[config.mk]
export PLATFORM = sky130hd
export DESIGN_NAME = fsmo_monitor
export DESIGN_NICKNAME = d
export VERILOG_FILES = /design/src/hdl/fsmo_pkg.sv /design/src/hdl/fsmo_hyst.sv /design/src/hdl/fsmo_monitor.sv /design/src/hdl/fsmo_pulse.sv
export SDC_FILE = /design/constraint.sdc
export NUM_CORES = 1
export LEC_CHECK = 0
export BUFFER_PORTS_ARGS = -buffer_cell sky130_fd_sc_hd__clkbuf_2
export CAP_MARGIN = 25
export CORE_UTILIZATION = 40
export DETAILED_ROUTE_END_ITERATION = 10
export GPL_TIMING_DRIVEN = 0
export PLACE_DENSITY = 0.7
export SETUP_SLACK_MARGIN = 0.2
export SYNTH_ARGS = -nofsm -noshare
export SYNTH_HDL_FRONTEND = slang
export SYNTH_SLANG_ARGS = --single-unit
[constraint.sdc]
create_clock -name sys_clk -period 4.8 [get_ports sys_clk]
set_input_delay 0.24 -clock sys_clk [delete_from_list [all_inputs] [get_ports sys_clk]]
set_output_delay 0.24 -clock sys_clk [all_outputs]
set_load 0.005 [all_outputs]
[src/hdl/fsmo_pkg.sv]
/*
  Shared constants and types of the fault and status monitor.
  Assumes a single 25 MHz system clock and a 10-bit converter outside.
*/
package fsmo_pkg;

  localparam int          ADC_BITS     = 10;
  localparam int          CHANNELS     = 9;
  localparam int          RESULT_BITS  = 16;
  localparam int          RESULT_SHIFT = 6;
  localparam int          AVG_SHIFT    = 2;
  localparam int          ACC_BITS     = ADC_BITS + AVG_SHIFT;
  localparam logic [9:0]  LIMIT_RESET  = 10'h3ff;
  localparam logic [9:0]  BAND_RESET   = 10'h000;
  localparam logic [10:0] ENABLE_MAX   = 11'h3fe;

  localparam int CLK_HZ         = 25_000_000;
  localparam int SAMPLE_MS      = 100;
  localparam int PULSE_US       = 10;
  localparam int SAMPLE_CYCLES0 = CLK_HZ / 1000 * SAMPLE_MS;
  localparam int PULSE_CYCLES   = CLK_HZ / 1_000_000 * PULSE_US;

  localparam int W_DIE     = 0;
  localparam int W_HEAT    = 1;
  localparam int W_SHUTOFF = 2;
  localparam int W_OVERV   = 3;
  localparam int W_UNDERV  = 4;
  localparam int W_MAIN_OC = 5;
  localparam int W_AUX_OC  = 6;
  localparam int E_DESAT   = 0;
  localparam int E_STR_OC  = 1;
  localparam int E_AUX     = 2;

  localparam int CFG_HEAT    = 0;
  localparam int CFG_SHUTOFF = 1;
  localparam int CFG_OVERV   = 2;
  localparam int CFG_UNDERV  = 3;
  localparam int CFG_MAIN_OC = 4;
  localparam int CFG_AUX_OC  = 5;
  localparam int CFG_COUNT   = 6;

  typedef enum logic [3:0] {
    CH_SUPPLY_IN, CH_SUPPLY_CORE, CH_SUPPLY_AUX, CH_STRING_V, CH_STRING_I,
    CH_INPUT_I, CH_MAIN_BUCK_I, CH_AUX_BUCK_I, CH_STRING_T
  } fsmo_chan_t;

  typedef struct packed {
    logic [ADC_BITS-1:0] limit;
    logic [ADC_BITS-1:0] band;
  } fsmo_limit_t;

  typedef struct packed {
    logic [7:0] err;
    logic [7:0] warn;
  } fsmo_status_t;

  typedef logic [CHANNELS-1:0][RESULT_BITS-1:0] fsmo_results_t;

endpackage : fsmo_pkg

[src/hdl/fsmo_hyst.sv]
/*
  Threshold comparator with hysteresis for one programmable warning.
  Assumes sample_valid marks a fresh sample of its own quantity.
*/
`timescale 1ns/1ps
module fsmo_hyst
  import fsmo_pkg::*;
(
  input  wire logic                sys_clk,
  input  wire logic                rst_n,
  input  wire logic                sample_valid,
  input  wire logic                invert,
  input  wire logic [ADC_BITS-1:0] sample,
  input  wire fsmo_limit_t         cfg,
  output logic                     warn_q
);

  wire [10:0] upper    = {1'b0, cfg.limit} + {1'b0, cfg.band};
  wire        under    = cfg.band > cfg.limit;
  wire [9:0]  lower    = cfg.limit - cfg.band;
  wire        above    = {1'b0, sample} > upper;
  wire        below    = !under && (sample < lower);
  wire        disabled = upper > ENABLE_MAX;
  wire        set_hit  = invert ? below : above;
  wire        clr_hit  = invert ? above : below;

  always_ff @(posedge sys_clk) begin
    if (!rst_n || disabled) begin
      warn_q <= 1'b0;
    end else if (sample_valid && set_hit) begin
      warn_q <= 1'b1;
    end else if (sample_valid && clr_hit) begin
      warn_q <= 1'b0;
    end
  end

endmodule : fsmo_hyst

[src/hdl/fsmo_monitor.sv]
/*
  Measurement sequencer, warning and error status, capture registers,
  block disable latches and the open-drain interrupt of the monitor.
  Assumes synchronous inputs, a converter that answers with adc_valid,
  and fast fault comparators outside that deliver plain levels.
*/
// Function
// - One converter sweeps nine measured quantities.
// - Sampling runs only with measure enable set.
// - Every quantity sampled each period, 16-bit result.
// - Ten condition bits in warning and error bytes.
// - Live bits follow conditions without latching.
// - Live registers return instantaneous condition values.
// - Rise capture records activations, cleared by read.
// - Live and rise capture read as one snapshot.
// - Fall capture records deactivations, cleared by read.
// - Warnings only set status, no hardware action.
// - Warning sets above upper, clears below lower; undervoltage sets below lower, clears above upper.
// - Warning disabled when limit plus band exceeds 1022.
// - Warning limits reset to 1023, starting disabled.
// - Die heat warning always on, fixed limit.
// - Shutoff warning uses its own temperature limit.
// - Overvoltage warning compares string voltage limit.
// - Buck overcurrent warnings compare averaged current.
// - Errors shown in error byte, disable block.
// - Driver desaturation latches driver off until rearm.
// - Aux buck desaturation latches buck off until rearm.
// - Sense overcurrent flags error, latches driver off.
// - Die shutoff holds everything until below lower.
// - Masked new warning signals host on interrupt.
// - Interrupt level or fixed pulse per occurrence.
`timescale 1ns/1ps
module fsmo_monitor
  import fsmo_pkg::*;
#(
  parameter int SAMPLE_CYCLES = SAMPLE_CYCLES0
) (
  input  wire logic                sys_clk,
  input  wire logic                rst_n,
  input  wire logic                measure_enable_bit,
  input  wire logic                driver_enable_bit,
  input  wire logic                aux_buck_enable_bit,
  input  wire logic                irq_pulse_select,
  input  wire fsmo_status_t        rise_irq_mask,
  input  wire fsmo_status_t        fall_irq_mask,
  input  wire logic                limits_write,
  input  wire fsmo_limit_t         string_heat_limit,
  input  wire fsmo_limit_t         string_shutoff_limit,
  input  wire fsmo_limit_t         string_overvolt_limit,
  input  wire fsmo_limit_t         string_undervolt_limit,
  input  wire fsmo_limit_t         main_buck_oc_limit,
  input  wire fsmo_limit_t         aux_buck_oc_limit,
  input  wire logic [ADC_BITS-1:0] adc_data,
  input  wire logic                adc_valid,
  input  wire logic                die_above_heat_limit,
  input  wire logic                die_shutoff_upper,
  input  wire logic                die_shutoff_lower,
  input  wire logic                driver_desat_fault,
  input  wire logic                sense_overcurrent_limit,
  input  wire logic                aux_desat_fault,
  input  wire logic                status_read,
  input  wire logic                fall_read,
  input  wire logic                irq_out_n_i,
  output logic                     adc_start_q,
  output fsmo_chan_t               adc_channel_q,
  output fsmo_results_t            results_q,
  output logic [7:0]               warning_live_reg,
  output logic [7:0]               error_live_reg,
  output fsmo_status_t             live_snapshot_q,
  output fsmo_status_t             rise_capture_reg,
  output fsmo_status_t             fall_capture_reg,
  output logic                     driver_run_q,
  output logic                     aux_run_q,
  output logic                     chip_hold_q,
  output logic                     irq_out_n_o,
  output logic                     irq_out_n_oe_n
);

  typedef enum {ST_IDLE, ST_START, ST_WAIT} fsmo_state_t;

  localparam int TICK_BITS = $clog2(SAMPLE_CYCLES);
  localparam logic [3:0] LAST_CH = 4'(CHANNELS - 1);

  function automatic logic [ACC_BITS-1:0] fsmo_avg(input logic [ACC_BITS-1:0] acc,
                                                    input logic [ADC_BITS-1:0] smp);
    fsmo_avg = acc - (acc >> AVG_SHIFT) + ACC_BITS'(smp);
  endfunction : fsmo_avg

  fsmo_state_t                state_q;
  fsmo_state_t                state_d;
  logic [TICK_BITS-1:0]       tick_q;
  fsmo_limit_t [CFG_COUNT-1:0] cfg_q;
  logic [ACC_BITS-1:0]        main_acc_q;
  logic [ACC_BITS-1:0]        aux_acc_q;
  fsmo_status_t               live_q;
  fsmo_status_t               rise_q;
  fsmo_status_t               fall_q;
  logic                       drv_trip_q;
  logic                       aux_trip_q;
  logic [CFG_COUNT-1:0]       warn_hit;
  logic                       pulse_active;

  // Measurement period and sweep sequencing.
  wire run_ok    = measure_enable_bit && !chip_hold_q;
  wire tick      = run_ok && (tick_q == TICK_BITS'(SAMPLE_CYCLES - 1));
  wire smp_done  = (state_q == ST_WAIT) && adc_valid;
  wire last_ch   = adc_channel_q == fsmo_chan_t'(LAST_CH);
  wire start_d   = (state_q == ST_START) && run_ok;

  always_comb begin
    state_d = state_q;
    case (state_q)
      ST_IDLE: begin
        if (tick) begin
          state_d = ST_START;
        end
      end
      ST_START: begin
        state_d = run_ok ? ST_WAIT : ST_IDLE;
      end
      ST_WAIT: begin
        if (!run_ok) begin
          state_d = ST_IDLE;
        end else if (adc_valid) begin
          state_d = last_ch ? ST_IDLE : ST_START;
        end
      end
      default: begin
        state_d = ST_IDLE;
      end
    endcase
  end

  always_ff @(posedge sys_clk) begin
    if (!rst_n || !run_ok || tick) begin
      tick_q <= '0;
    end else begin
      tick_q <= tick_q + 1'b1;
    end
  end

  always_ff @(posedge sys_clk) begin
    if (!rst_n) begin
      state_q     <= ST_IDLE;
      adc_start_q <= 1'b0;
    end else begin
      state_q     <= state_d;
      adc_start_q <= start_d;
    end
  end

  always_ff @(posedge sys_clk) begin
    if (!rst_n) begin
      adc_channel_q <= CH_SUPPLY_IN;
    end else if (state_q == ST_IDLE) begin
      adc_channel_q <= CH_SUPPLY_IN;
    end else if (smp_done && !last_ch) begin
      adc_channel_q <= fsmo_chan_t'(adc_channel_q + 1'b1);
    end
  end

  // Results are left aligned in sixteen bits.
  always_ff @(posedge sys_clk) begin
    if (!rst_n) begin
      results_q <= '0;
    end else if (smp_done) begin
      results_q[adc_channel_q] <= RESULT_BITS'({adc_data, RESULT_SHIFT'(0)});
    end
  end

  // Running averages of the two buck currents.
  wire main_smp = smp_done && (adc_channel_q == CH_MAIN_BUCK_I);
  wire aux_smp  = smp_done && (adc_channel_q == CH_AUX_BUCK_I);
  wire heat_smp = smp_done && (adc_channel_q == CH_STRING_T);
  wire volt_smp = smp_done && (adc_channel_q == CH_STRING_V);
  wire [ACC_BITS-1:0] main_acc_d = fsmo_avg(main_acc_q, adc_data);
  wire [ACC_BITS-1:0] aux_acc_d  = fsmo_avg(aux_acc_q, adc_data);

  always_ff @(posedge sys_clk) begin
    if (!rst_n) begin
      main_acc_q <= '0;
      aux_acc_q  <= '0;
    end else begin
      main_acc_q <= main_smp ? main_acc_d : main_acc_q;
      aux_acc_q  <= aux_smp ? aux_acc_d : aux_acc_q;
    end
  end

  // Warning limits are loaded together and start disabled.
  always_ff @(posedge sys_clk) begin
    if (!rst_n) begin
      cfg_q <= {CFG_COUNT{LIMIT_RESET, BAND_RESET}};
    end else if (limits_write) begin
      cfg_q[CFG_HEAT]    <= string_heat_limit;
      cfg_q[CFG_SHUTOFF] <= string_shutoff_limit;
      cfg_q[CFG_OVERV]   <= string_overvolt_limit;
      cfg_q[CFG_UNDERV]  <= string_undervolt_limit;
      cfg_q[CFG_MAIN_OC] <= main_buck_oc_limit;
      cfg_q[CFG_AUX_OC]  <= aux_buck_oc_limit;
    end
  end

  fsmo_hyst u_heat (
    .sys_clk      (sys_clk),
    .rst_n        (rst_n),
    .sample_valid (heat_smp),
    .invert       (1'b0),
    .sample       (adc_data),
    .cfg          (cfg_q[CFG_HEAT]),
    .warn_q       (warn_hit[CFG_HEAT])
  );

  fsmo_hyst u_shutoff (
    .sys_clk      (sys_clk),
    .rst_n        (rst_n),
    .sample_valid (heat_smp),
    .invert       (1'b0),
    .sample       (adc_data),
    .cfg          (cfg_q[CFG_SHUTOFF]),
    .warn_q       (warn_hit[CFG_SHUTOFF])
  );

  fsmo_hyst u_overv (
    .sys_clk      (sys_clk),
    .rst_n        (rst_n),
    .sample_valid (volt_smp),
    .invert       (1'b0),
    .sample       (adc_data),
    .cfg          (cfg_q[CFG_OVERV]),
    .warn_q       (warn_hit[CFG_OVERV])
  );

  fsmo_hyst u_underv (
    .sys_clk      (sys_clk),
    .rst_n        (rst_n),
    .sample_valid (volt_smp),
    .invert       (1'b1),
    .sample       (adc_data),
    .cfg          (cfg_q[CFG_UNDERV]),
    .warn_q       (warn_hit[CFG_UNDERV])
  );

  fsmo_hyst u_main_oc (
    .sys_clk      (sys_clk),
    .rst_n        (rst_n),
    .sample_valid (main_smp),
    .invert       (1'b0),
    .sample       (main_acc_d[ACC_BITS-1:AVG_SHIFT]),
    .cfg          (cfg_q[CFG_MAIN_OC]),
    .warn_q       (warn_hit[CFG_MAIN_OC])
  );

  fsmo_hyst u_aux_oc (
    .sys_clk      (sys_clk),
    .rst_n        (rst_n),
    .sample_valid (aux_smp),
    .invert       (1'b0),
    .sample       (aux_acc_d[ACC_BITS-1:AVG_SHIFT]),
    .cfg          (cfg_q[CFG_AUX_OC]),
    .warn_q       (warn_hit[CFG_AUX_OC])
  );

  // Live conditions; warnings feed only status bits.
  fsmo_status_t live_d;
  assign live_d.warn = {1'b0, warn_hit[CFG_AUX_OC], warn_hit[CFG_MAIN_OC], warn_hit[CFG_UNDERV],
                        warn_hit[CFG_OVERV], warn_hit[CFG_SHUTOFF], warn_hit[CFG_HEAT],
                        die_above_heat_limit};
  assign live_d.err  = {5'h00, aux_desat_fault, sense_overcurrent_limit, driver_desat_fault};

  wire [15:0] rise_set = live_d & ~live_q;
  wire [15:0] fall_set = live_q & ~live_d;
  wire [15:0] rise_d   = (status_read ? 16'h0000 : rise_q) | rise_set;
  wire [15:0] fall_d   = (fall_read ? 16'h0000 : fall_q) | fall_set;

  always_ff @(posedge sys_clk) begin
    if (!rst_n) begin
      live_q <= '0;
      rise_q <= '0;
      fall_q <= '0;
    end else begin
      live_q <= live_d;
      rise_q <= rise_d;
      fall_q <= fall_d;
    end
  end

  assign warning_live_reg = live_q.warn;
  assign error_live_reg   = live_q.err;

  always_ff @(posedge sys_clk) begin
    if (!rst_n) begin
      live_snapshot_q  <= '0;
      rise_capture_reg <= '0;
      fall_capture_reg <= '0;
    end else begin
      if (status_read) begin
        live_snapshot_q  <= live_q;
        rise_capture_reg <= rise_q;
      end
      if (fall_read) begin
        fall_capture_reg <= fall_q;
      end
    end
  end

  // Block disable latches and thermal hold.
  wire drv_fault  = driver_desat_fault || sense_overcurrent_limit;
  wire drv_trip_d = drv_fault || (drv_trip_q && driver_enable_bit);
  wire aux_trip_d = aux_desat_fault || (aux_trip_q && aux_buck_enable_bit);
  wire hold_d     = die_shutoff_upper || (chip_hold_q && !die_shutoff_lower);

  always_ff @(posedge sys_clk) begin
    if (!rst_n) begin
      drv_trip_q   <= 1'b0;
      aux_trip_q   <= 1'b0;
      chip_hold_q  <= 1'b0;
      driver_run_q <= 1'b0;
      aux_run_q    <= 1'b0;
    end else begin
      drv_trip_q   <= drv_trip_d;
      aux_trip_q   <= aux_trip_d;
      chip_hold_q  <= hold_d;
      driver_run_q <= driver_enable_bit && !drv_trip_d && !hold_d;
      aux_run_q    <= aux_buck_enable_bit && !aux_trip_d && !hold_d;
    end
  end

  // Interrupt pin; the open drain only ever pulls low.
  wire irq_cond  = |(rise_q & rise_irq_mask) || |(fall_q & fall_irq_mask);
  wire irq_event = |(rise_set & rise_irq_mask) || |(fall_set & fall_irq_mask);
  wire oe_n_d    = irq_pulse_select ? !pulse_active : !irq_cond;

  fsmo_pulse #(
    .CYCLES (PULSE_CYCLES)
  ) u_pulse (
    .sys_clk  (sys_clk),
    .rst_n    (rst_n),
    .start    (irq_event),
    .active_q (pulse_active)
  );

  always_ff @(posedge sys_clk) begin
    if (!rst_n) begin
      irq_out_n_o    <= 1'b0;
      irq_out_n_oe_n <= 1'b1;
    end else begin
      irq_out_n_o    <= 1'b0;
      irq_out_n_oe_n <= oe_n_d;
    end
  end
endmodule : fsmo_monitor

[src/hdl/fsmo_pulse.sv]
/*
  Retriggerable pulse stretcher for the pulsed interrupt mode.
  Assumes start is a one-cycle event in the system clock domain.
*/
`timescale 1ns/1ps
module fsmo_pulse
  import fsmo_pkg::*;
#(
  parameter int CYCLES = PULSE_CYCLES
) (
  input  wire logic sys_clk,
  input  wire logic rst_n,
  input  wire logic start,
  output logic      active_q
);

  localparam int CW = $clog2(CYCLES + 1);

  logic [CW-1:0] cnt_q;

  always_ff @(posedge sys_clk) begin
    if (!rst_n) begin
      cnt_q    <= '0;
      active_q <= 1'b0;
    end else if (start) begin
      cnt_q    <= CW'(CYCLES - 1);
      active_q <= 1'b1;
    end else if (cnt_q != '0) begin
      cnt_q <= cnt_q - 1'b1;
    end else begin
      active_q <= 1'b0;
    end
  end

endmodule : fsmo_pulse

# Word level (Yosys, flattened, before mapping)

Cells that the tools add are included.

Bits in registers: 464
Bits of input ports: 179

$add $sub $neg: 19
Magnitude comparators: 26
Equal/unequal tests: 12
Muxes and demuxes: 28
Bitwise logic cells: 11
Reductions and logical operators: 82

Operators by type and width:

| operator                | count |
|---|---|
| $bwmux W144             | 1 |
| $mux W32                | 3 |
| $pmux W32 S3            | 1 |
| $and A16 B16 Y16        | 5 |
| $add A10 B10 Y11        | 6 |
| $gt A10 B11 Y1          | 6 |
| $gt A11 B10 Y1 const B  | 6 |
| $demux W16 S4           | 1 |
| $eq A32 B2 Y1 const B   | 2 |
| $logic_not A32 Y1       | 2 |
| $reduce_or A16 Y1       | 4 |
| $gt A10 B10 Y1          | 6 |
| $lt A10 B10 Y1          | 6 |
| $sub A10 B10 Y10        | 6 |
| $mux W16                | 3 |
| $logic_and A1 B1 Y1     | 35 |
| $eq A32 B1 Y1 const B   | 1 |
| $eq A32 B3 Y1 const B   | 1 |
| $or A16 B16 Y16         | 2 |
| $add A12 B10 Y12        | 2 |
| $sub A12 B10 Y12        | 2 |
| $add A22 B1 Y22 const B | 1 |
| $eq A22 B22 Y1 const B  | 1 |
| $and A11 B16 Y16        | 1 |
| other kinds (21)        | 74 |

# Longest topological paths before layout

Gate-level depths: netlist of run 1.

Word-level depth: 7
Mapped depth: 19

# By module

A second synthesis of run 1 with hierarchy kept.

Cell total of the unflattened synthesis: 2,764
Area total of the unflattened synthesis: 23,222.3 um2

Modules (own cells, without submodules):

| module                    | instances | cells each | area each (um2) | sequential area each (um2) |
|---|---|---|---|---|
| fsmo_monitor              | 1         | 1,614      | 14,380.0        | 6,586.3 |
| fsmo_hyst at u_aux_oc ... | 4         | 179        | 1,363.8         | 20.0 |
| fsmo_hyst at u_underv     | 1         | 203        | 1,514.0         | 20.0 |
| fsmo_hyst at u_main_oc    | 1         | 179        | 1,387.6         | 20.0 |
| fsmo_pulse                | 1         | 52         | 485.5           | 180.2 |

# Least setup slack after synthesis of run 1

OpenSTA, ideal clock, no wires.

Path kind: input to register
From: input port adc_data[1]
To: register u_main_oc.warn_q
Arrival: 4.148 ns
Setup slack: 0.518 ns
Cell stages on the path: 18
Buffers on the path: 1
Path through: clkbuf_1 inv_1 fa_1 inv_1 ha_1 a21oi_1 o2111ai_1 a2111o_1 a31o_2 a21o_1 a21oi_1 xnor2_1 ha_1 or4_1 o21ai_0 and3_1 o22a_1 a311oi_1

Longest elaborated chain between the ends: 5

RTL lines:

| item                         | RTL line            | source |
|---|---|---|
| from (decl)                  | fsmo_monitor.sv:53  | `input wire logic [ADC_BITS-1:0] adc_data,` |
| $add A12 B10 Y12 (*)         | fsmo_monitor.sv:86  | `fsmo_avg = acc - (acc >> AVG_SHIFT) + ACC_BITS'(smp);` |
| net main_acc_d[11]           | fsmo_monitor.sv:176 | `wire [ACC_BITS-1:0] main_acc_d = fsmo_avg(main_acc_q, adc_data);` |
| $lt A10 B10 Y1               | fsmo_hyst.sv:22     | `wire below = !under && (sample < lower);` |
| $logic_and A1 B1 Y1          | fsmo_hyst.sv:22     |  |
| $logic_and A1 B1 Y1          | fsmo_hyst.sv:32     | `end else if (sample_valid && clr_hit) begin` |
| $reduce_bool A2 Y1 (no line) | n/a                 |  |
| to (signal assigned)         | fsmo_hyst.sv:29     | `warn_q <= 1'b0;` |
| to (signal assigned)         | fsmo_hyst.sv:31     | `warn_q <= 1'b1;` |
| to (signal assigned)         | fsmo_hyst.sv:33     | `warn_q <= 1'b0;` |
| to (decl)                    | fsmo_hyst.sv:15     | `output logic warn_q` |

The timed path passes the listed nets; every way through them passes the cells marked *.
A chain may end at the register's enable or synchronous reset.

# Final worst setup path of run 1

From: input port adc_data[4]
To: register u_main_oc.warn_q

The elaborated chain is that of the path after synthesis.

==> results of run 1 <==
[worst max-delay path: stages]
cell,delay (ns)
clkbuf_2,0.36
buf_4,0.33
inv_1,0.15
fa_1,0.54
inv_1,0.04
ha_1,0.35
nand3_1,0.11
o2111ai_1,0.18
a2111o_1,0.46
a31o_2,0.27
a21o_1,0.18
a21oi_1,0.18
xnor2_1,0.16
ha_1,0.24
or4_1,0.54
o21ai_0,0.16
and3_1,0.18
o22a_1,0.14
a311oi_1,0.06
[per-stage QoR]
step	TNS (ns)	utilization, %	instances	worst slack [ns]
final	0	50.5	3896	0.328
after global routing	0	50.5	3896	0.112
after CTS	0	50.5	3893	0.203
after detailed placement	-1.17	45.7	3700	-0.714
after global placement	-1.12	45.7	3699	-0.698
after floorplan	0	-	2702	0.518
[power breakdown]
part / switching, mW / internal, mW
registers: 0.0724 / 2.94
logic: 1.13 / 0.937
clock network: 1.24 / 1.82
total: 2.45 / 5.70
[worst min-delay path by stage]
| stage | to | slack, ns |
|---|---|---|
| global placement | aux_run_q | 0.41 |
| floorplan | aux_run_q | 0.32 |
| detailed placement | driver_run_q | 0.41 |
| CTS | error_live_reg[1] | 0.02 |
| finish | error_live_reg[1] | 0.04 |
| global route | rise_q[9] | 0.04 |
[layout make-up]
class	count	area, um^2	share of cell area, %
Clock buffer	48	1050	3.84
Tap cell	696	871	3.18
Timing Repair Buffer	431	2810	10.3
Antenna cell	3	7.51	0.0274
Inverter	232	871	3.18
Sequential cell	344	6890	25.2
Multi-Input combinational cell	1946	13600	49.8
Buffer	180	993	3.63
Clock inverter	16	231	0.846
[cell families after synthesis]
kind of cell    share of synthesized area, %
compound gates                          13.8
xor+xnor                                5.23
fa+ha+maj                               17.7
buf+inv                                 8.36
flops                                   31.2
mux                                     6.39
other cells                           0.0170
simple gates                            17.3
[layer usage]
metal	track usage [%]	routed length, um	up-vias
met5	0	0	-
met4	8.85	2470	0
met1	29.0	28800	9209
met2	41.4	32400	463
met3	3.02	3000	128
li1	-	-	9883
[what timing repair did]
item,CTS,global route
cloned,0,0
resized for setup,5,22
pin swaps,0,0
endpoints found under the setup margin,2,2
hold endpoints to repair,133,0
hold buffers,129,0
[cell usage in the layout, fill, tap and decap left out, types with 79 or more instances in the layout]
master / instances
dfxtp_1: 344
clkbuf_2: 301
nand2_1: 265
ha_1: 258
inv_1: 231
a21oi_1: 222
nor2_1: 209
mux2i_1: 141
dlygate4sd3_1: 129
xnor2_1: 98
nand3_1: 94
clkbuf_1: 85
buf_4: 83
conb_1: 79
==> impl_metrics.json, run 1 <==
{
  "r2r_slack_ns": 0.42,
  "hold_path.class": "primary input to flip-flop",
  "worstSetupEndpointType": "flip-flop",
  "cts_buffers": 38,
  "start_kind": "primary input",
  "slew_headroom_pct": 33.4,
  "crit_end": "u_main_oc.warn_q",
  "cp.arrival_ns": 4.89,
  "synth_seq_area_share_pct": 31.2,
  "syn-instance-count": 2624,
  "fp.dieW_um": 237,
  "nets": 3642,
  "rsz0062_at_grt": "yes",
  "status": "completed",
  "fillCellCount": 5090,
  "core_area_um2": 54100,
  "ys_seq_elements": 344,
  "clk_latency_ns": 0.56,
  "io_pins": 397,
  "largest_reg_flops": 120,
  "drt_first_pass_iters": 5,
  "min-delay-start": "sense_overcurrent_limit",
  "first_global_vias": 19038,
  "synth_cell_type_count": 76,
  "fin_skew_ns": 0.0135,
  "viasPerCell": 5.05,
  "synth_area_um2": 22100,
  "dpl.hpwl_um": 50300,
  "areaGrowthSynthToFinish_pct": 23.9,
  "critPathMaxFanout": 10,
  "grt_pass1_wl_um": 104000,
  "top_register": "cfg_q",
  "avgSynthCellArea_um2": 8.41,
  "ys.flop_type": "dfxtp_1",
  "die_y_um": 237,
  "ant_nets": 0,
  "drtIter0Drc": 805,
  "r2r_start": "main_acc_q[1]",
  "hold_violations": 0,
  "placed_area_um2": 24800,
  "rows": 85,
  "critical_path.startpoint": "adc_data[4]",
  "setup_viol": 0,
  "grt_use_total_pct": 23.5,
  "wl_per_cell_um": 17.1,
  "whs_ns": 0.0383,
  "wirelength_um": 66700,
  "vdd_ir_drop_max_mv": 0.247,
  "synthTopCellsByCount": "dfxtp_1, nand2_1, ha_1",
  "async_flop_share_pct": 0,
  "tightest_slew_ns": 0.999,
  "cts_root_buf": "clkbuf_16",
  "cts_sinks": 344,
  "synth_area_leader_cell": "dfxtp_1",
  "maxCapViolations": 0,
  "finalPower_mw": 8.15,
  "r2r_cells": 17,
  "layout-drive-gt1-share_pct": 14.5,
  "die-area_um2": 56100,
  "vias": 19683,
  "finalCritPeriodShare_pct": 93.2,
  "start_util_pct": 40.8,
  "synth.top_cell.area_share_pct": 31.2,
  "stdcell_area_um2": 27400,
  "remaining_drc_errors": 0,
  "powerDensity_nw_per_um2": 298,
  "clk_pin_slew_ns": 0.06,
  "cts_tree": "yes",
  "grt_max_degree": 14,
  "antenna_found_initial": 3,
  "drv_slew": 0,
  "synth.most_common_cell": "dfxtp_1",
  "total_leakage_power_nw": 12.3,
  "hold_depth": 2,
  "reg_top3": "cfg_q (120), results_q (90), tick_q (22)",
  "synthTopCellsByArea": "dfxtp_1, ha_1, mux2i_1",
  "critPathKind": "primary input to flip-flop",
  "grt.overflow.total": 0,
  "port_buffers": 301,
  "ys_warn_count": 0,
  "finalCriticalPeriod_ns": 4.47,
  "clk_path_buf_depth": 3,
  "htreeDepth": 2,
  "crit_required_ns": 5.22,
  "synth_edf_count": 0,
  "fmaxAchievable_mhz": 224,
  "gp_congestion": 0.894,
  "timing.rr.end": "u_main_oc.warn_q",
  "post_cts_buffers": 0
}
No activity file was read; power rests on OpenSTA's default activity.
==> run 2: changes to the inputs <==
Settings changed: PLACE_DENSITY 0.7 to 0.73, SLEW_MARGIN set to 5.
Clock period 4.8 ns to 3.82 ns, I/O delays scaled along.
==> run 2 against run 1 <==
  * The flow now finishes with violations (negative setup slack)
  * Die area unchanged
  * Sequential share of layout area decreased by 0.77 points
  * Core utilization increased by 1.8 points
  * Final area increased by 3.6%
  * Register-to-register slack got worse by 0.44 ns
  * Routed wire length increased by 5.2%
  * Hold slack improved by 0.053 ns
  * First-iteration DRC count increased by 31%
  * Via count increased by 3.3%
  * Clock power increased by 32%
  * Clock skew increased by 0.012 ns
  * Flip-flop and latch count unchanged
  * Largest power group unchanged
==> impl_metrics.json, run 2 (same netlist as run 1, synthesis figures left out) <==
{
  "maxCapViolations": 0,
  "grt.overflow.total": 0,
  "hold_violations": 0,
  "grt_use_total_pct": 24.1,
  "setup_viol": 1,
  "die-area_um2": 56100,
  "layout-drive-gt1-share_pct": 18.9,
  "cts_tree": "yes",
  "cp.arrival_ns": 4.34,
  "whs_ns": 0.0914,
  "drtIter0Drc": 1051,
  "fillCellCount": 4886,
  "first_global_vias": 19781,
  "grt_max_degree": 14,
  "fin_ws_ns": -0.0357,
  "top_register": "cfg_q",
  "clk_latency_ns": 0.58,
  "finalCriticalPeriod_ns": 3.86,
  "multi_input_area_um2": 14300,
  "regArea_um2": 6920,
  "fp.dieW_um": 237,
  "tightest_slew_ns": 1.12,
  "nets": 3673,
  "critPathMaxFanout": 10,
  "fin_cells": 3930,
  "areaGrowthSynthToFinish_pct": 28.4,
  "grt_pass1_wl_um": 107000,
  "crit_required_ns": 4.31,
  "cts_root_buf": "clkbuf_16",
  "htreeDepth": 2,
  "wirelength_um": 70100,
  "hold_path.class": "primary input to flip-flop",
  "dpl.hpwl_um": 49300,
  "slew_headroom_pct": 25.2,
  "rsz0062_at_grt": "yes",
  "vdd_ir_drop_max_mv": 0.375,
  "gp_congestion": 0.876,
  "start_util_pct": 40.8,
  "dp_cells": 3699,
  "setup_tns_ns": -0.0357,
  "failed_checks": "negative setup slack",
  "antenna_found_initial": 5,
  "total_leakage_power_nw": 12.6,
  "final_cell_mix": "dfxtp_1, clkbuf_2, nand2_1, ha_1, inv_1",
  "die_y_um": 237,
  "drt_first_pass_iters": 5,
  "powerDensity_nw_per_um2": 377,
  "status": "finished, violations left",
  "port_buffers": 301,
  "cts_buffers": 42,
  "fin_skew_ns": 0.0257,
  "ant_nets": 0,
  "finalPower_mw": 10.7,
  "rows": 85,
  "drv_slew": 0,
  "clk_pin_slew_ns": 0.06,
  "wl_per_cell_um": 17.8,
  "io_pins": 397,
  "cts_sinks": 344,
  "finalCritPeriodShare_pct": 101,
  "worstSetupEndpointType": "flip-flop",
  "core_area_um2": 54100,
  "largest_reg_flops": 120,
  "start_kind": "primary input",
  "critPathKind": "primary input to flip-flop",
  "clk_path_buf_depth": 3,
  "final_common_cell": "dfxtp_1",
  "vias": 20342,
  "fmaxAchievable_mhz": 259,
  "remaining_drc_errors": 0,
  "viasPerCell": 5.18,
  "reg_top3": "cfg_q (120), results_q (90), tick_q (22)"
}
run 2: area by class of cell:
cell class | count | share of cell area (%)
Timing Repair Buffer | 458 | 10.7
Inverter | 232 | 3.08
Buffer | 180 | 3.67
Clock inverter | 18 | 0.768
Clock buffer | 54 | 4.04
Sequential cell | 344 | 24.4
Multi-Input combinational cell | 1946 | 50.3
Tap cell | 696 | 3.07
Antenna cell | 2 | 0.0177
run 2: path summary, 6_finish.rpt:
check	from	endpoint	slack (ns)	depth (start not counted)
max	adc_data[8]	u_aux_oc.warn_q	-0.04	18
min	adc_data[0]	main_acc_q[0]	0.09	4
max reg2reg	aux_acc_q[1]	u_aux_oc.warn_q	-0.02	19
min reg2reg	results_q[76]	results_q[76]	0.46	2
run 2: per-stage QoR:
stage                     worst slack, ns  cell area [um^2]  util, %
after floorplan                     0.203             22500        -
after detailed placement            -1.29             24900     45.9
final                             -0.0357             28300     52.4
after CTS                         -0.0692             27900     51.5
after global routing               -0.198             28300     52.4
after global placement              -1.27             24900     45.9
run 2: critical path: stages:
cell       delay (ns)
clkbuf_2         0.35
buf_2            0.45
inv_1            0.21
fa_1             0.56
inv_1            0.04
ha_1             0.32
a21oi_1          0.08
or3_4            0.41
xnor2_2          0.17
inv_1            0.10
ha_4             0.29
o2111ai_1        0.10
a21oi_1          0.16
a211oi_1         0.08
maj3_1           0.37
nor2_1           0.13
o2111ai_2        0.12
o2bb2ai_2        0.19
run 2: repair_timing:
item | in CTS | in global routing
hold endpoints to repair | 139 | 0
pin swaps | 30 | 75
endpoints found under the setup margin | 6 | 6
setup buffers | 7 | 17
gates resized for setup | 62 | 94
hold buffers | 133 | 0
run 2: routing by layer:
metal,share of wire (%),vias to the layer above,track usage (%)
met5,0.044,-,0
met2,48,618,41.8
met3,6.0,181,3.84
li1,-,9937,-
met4,4.9,6,11.6
met1,41,9600,28.8
run 2: power breakdown:
group          internal (mW)  switching (mW)  leakage, nW  total (mW)
sequential              3.69          0.0992         2.81        3.79
combinational           1.30            1.54         9.08        2.84
clock                   2.39            1.67        0.658        4.05
total                   7.38            3.31         12.6        10.7
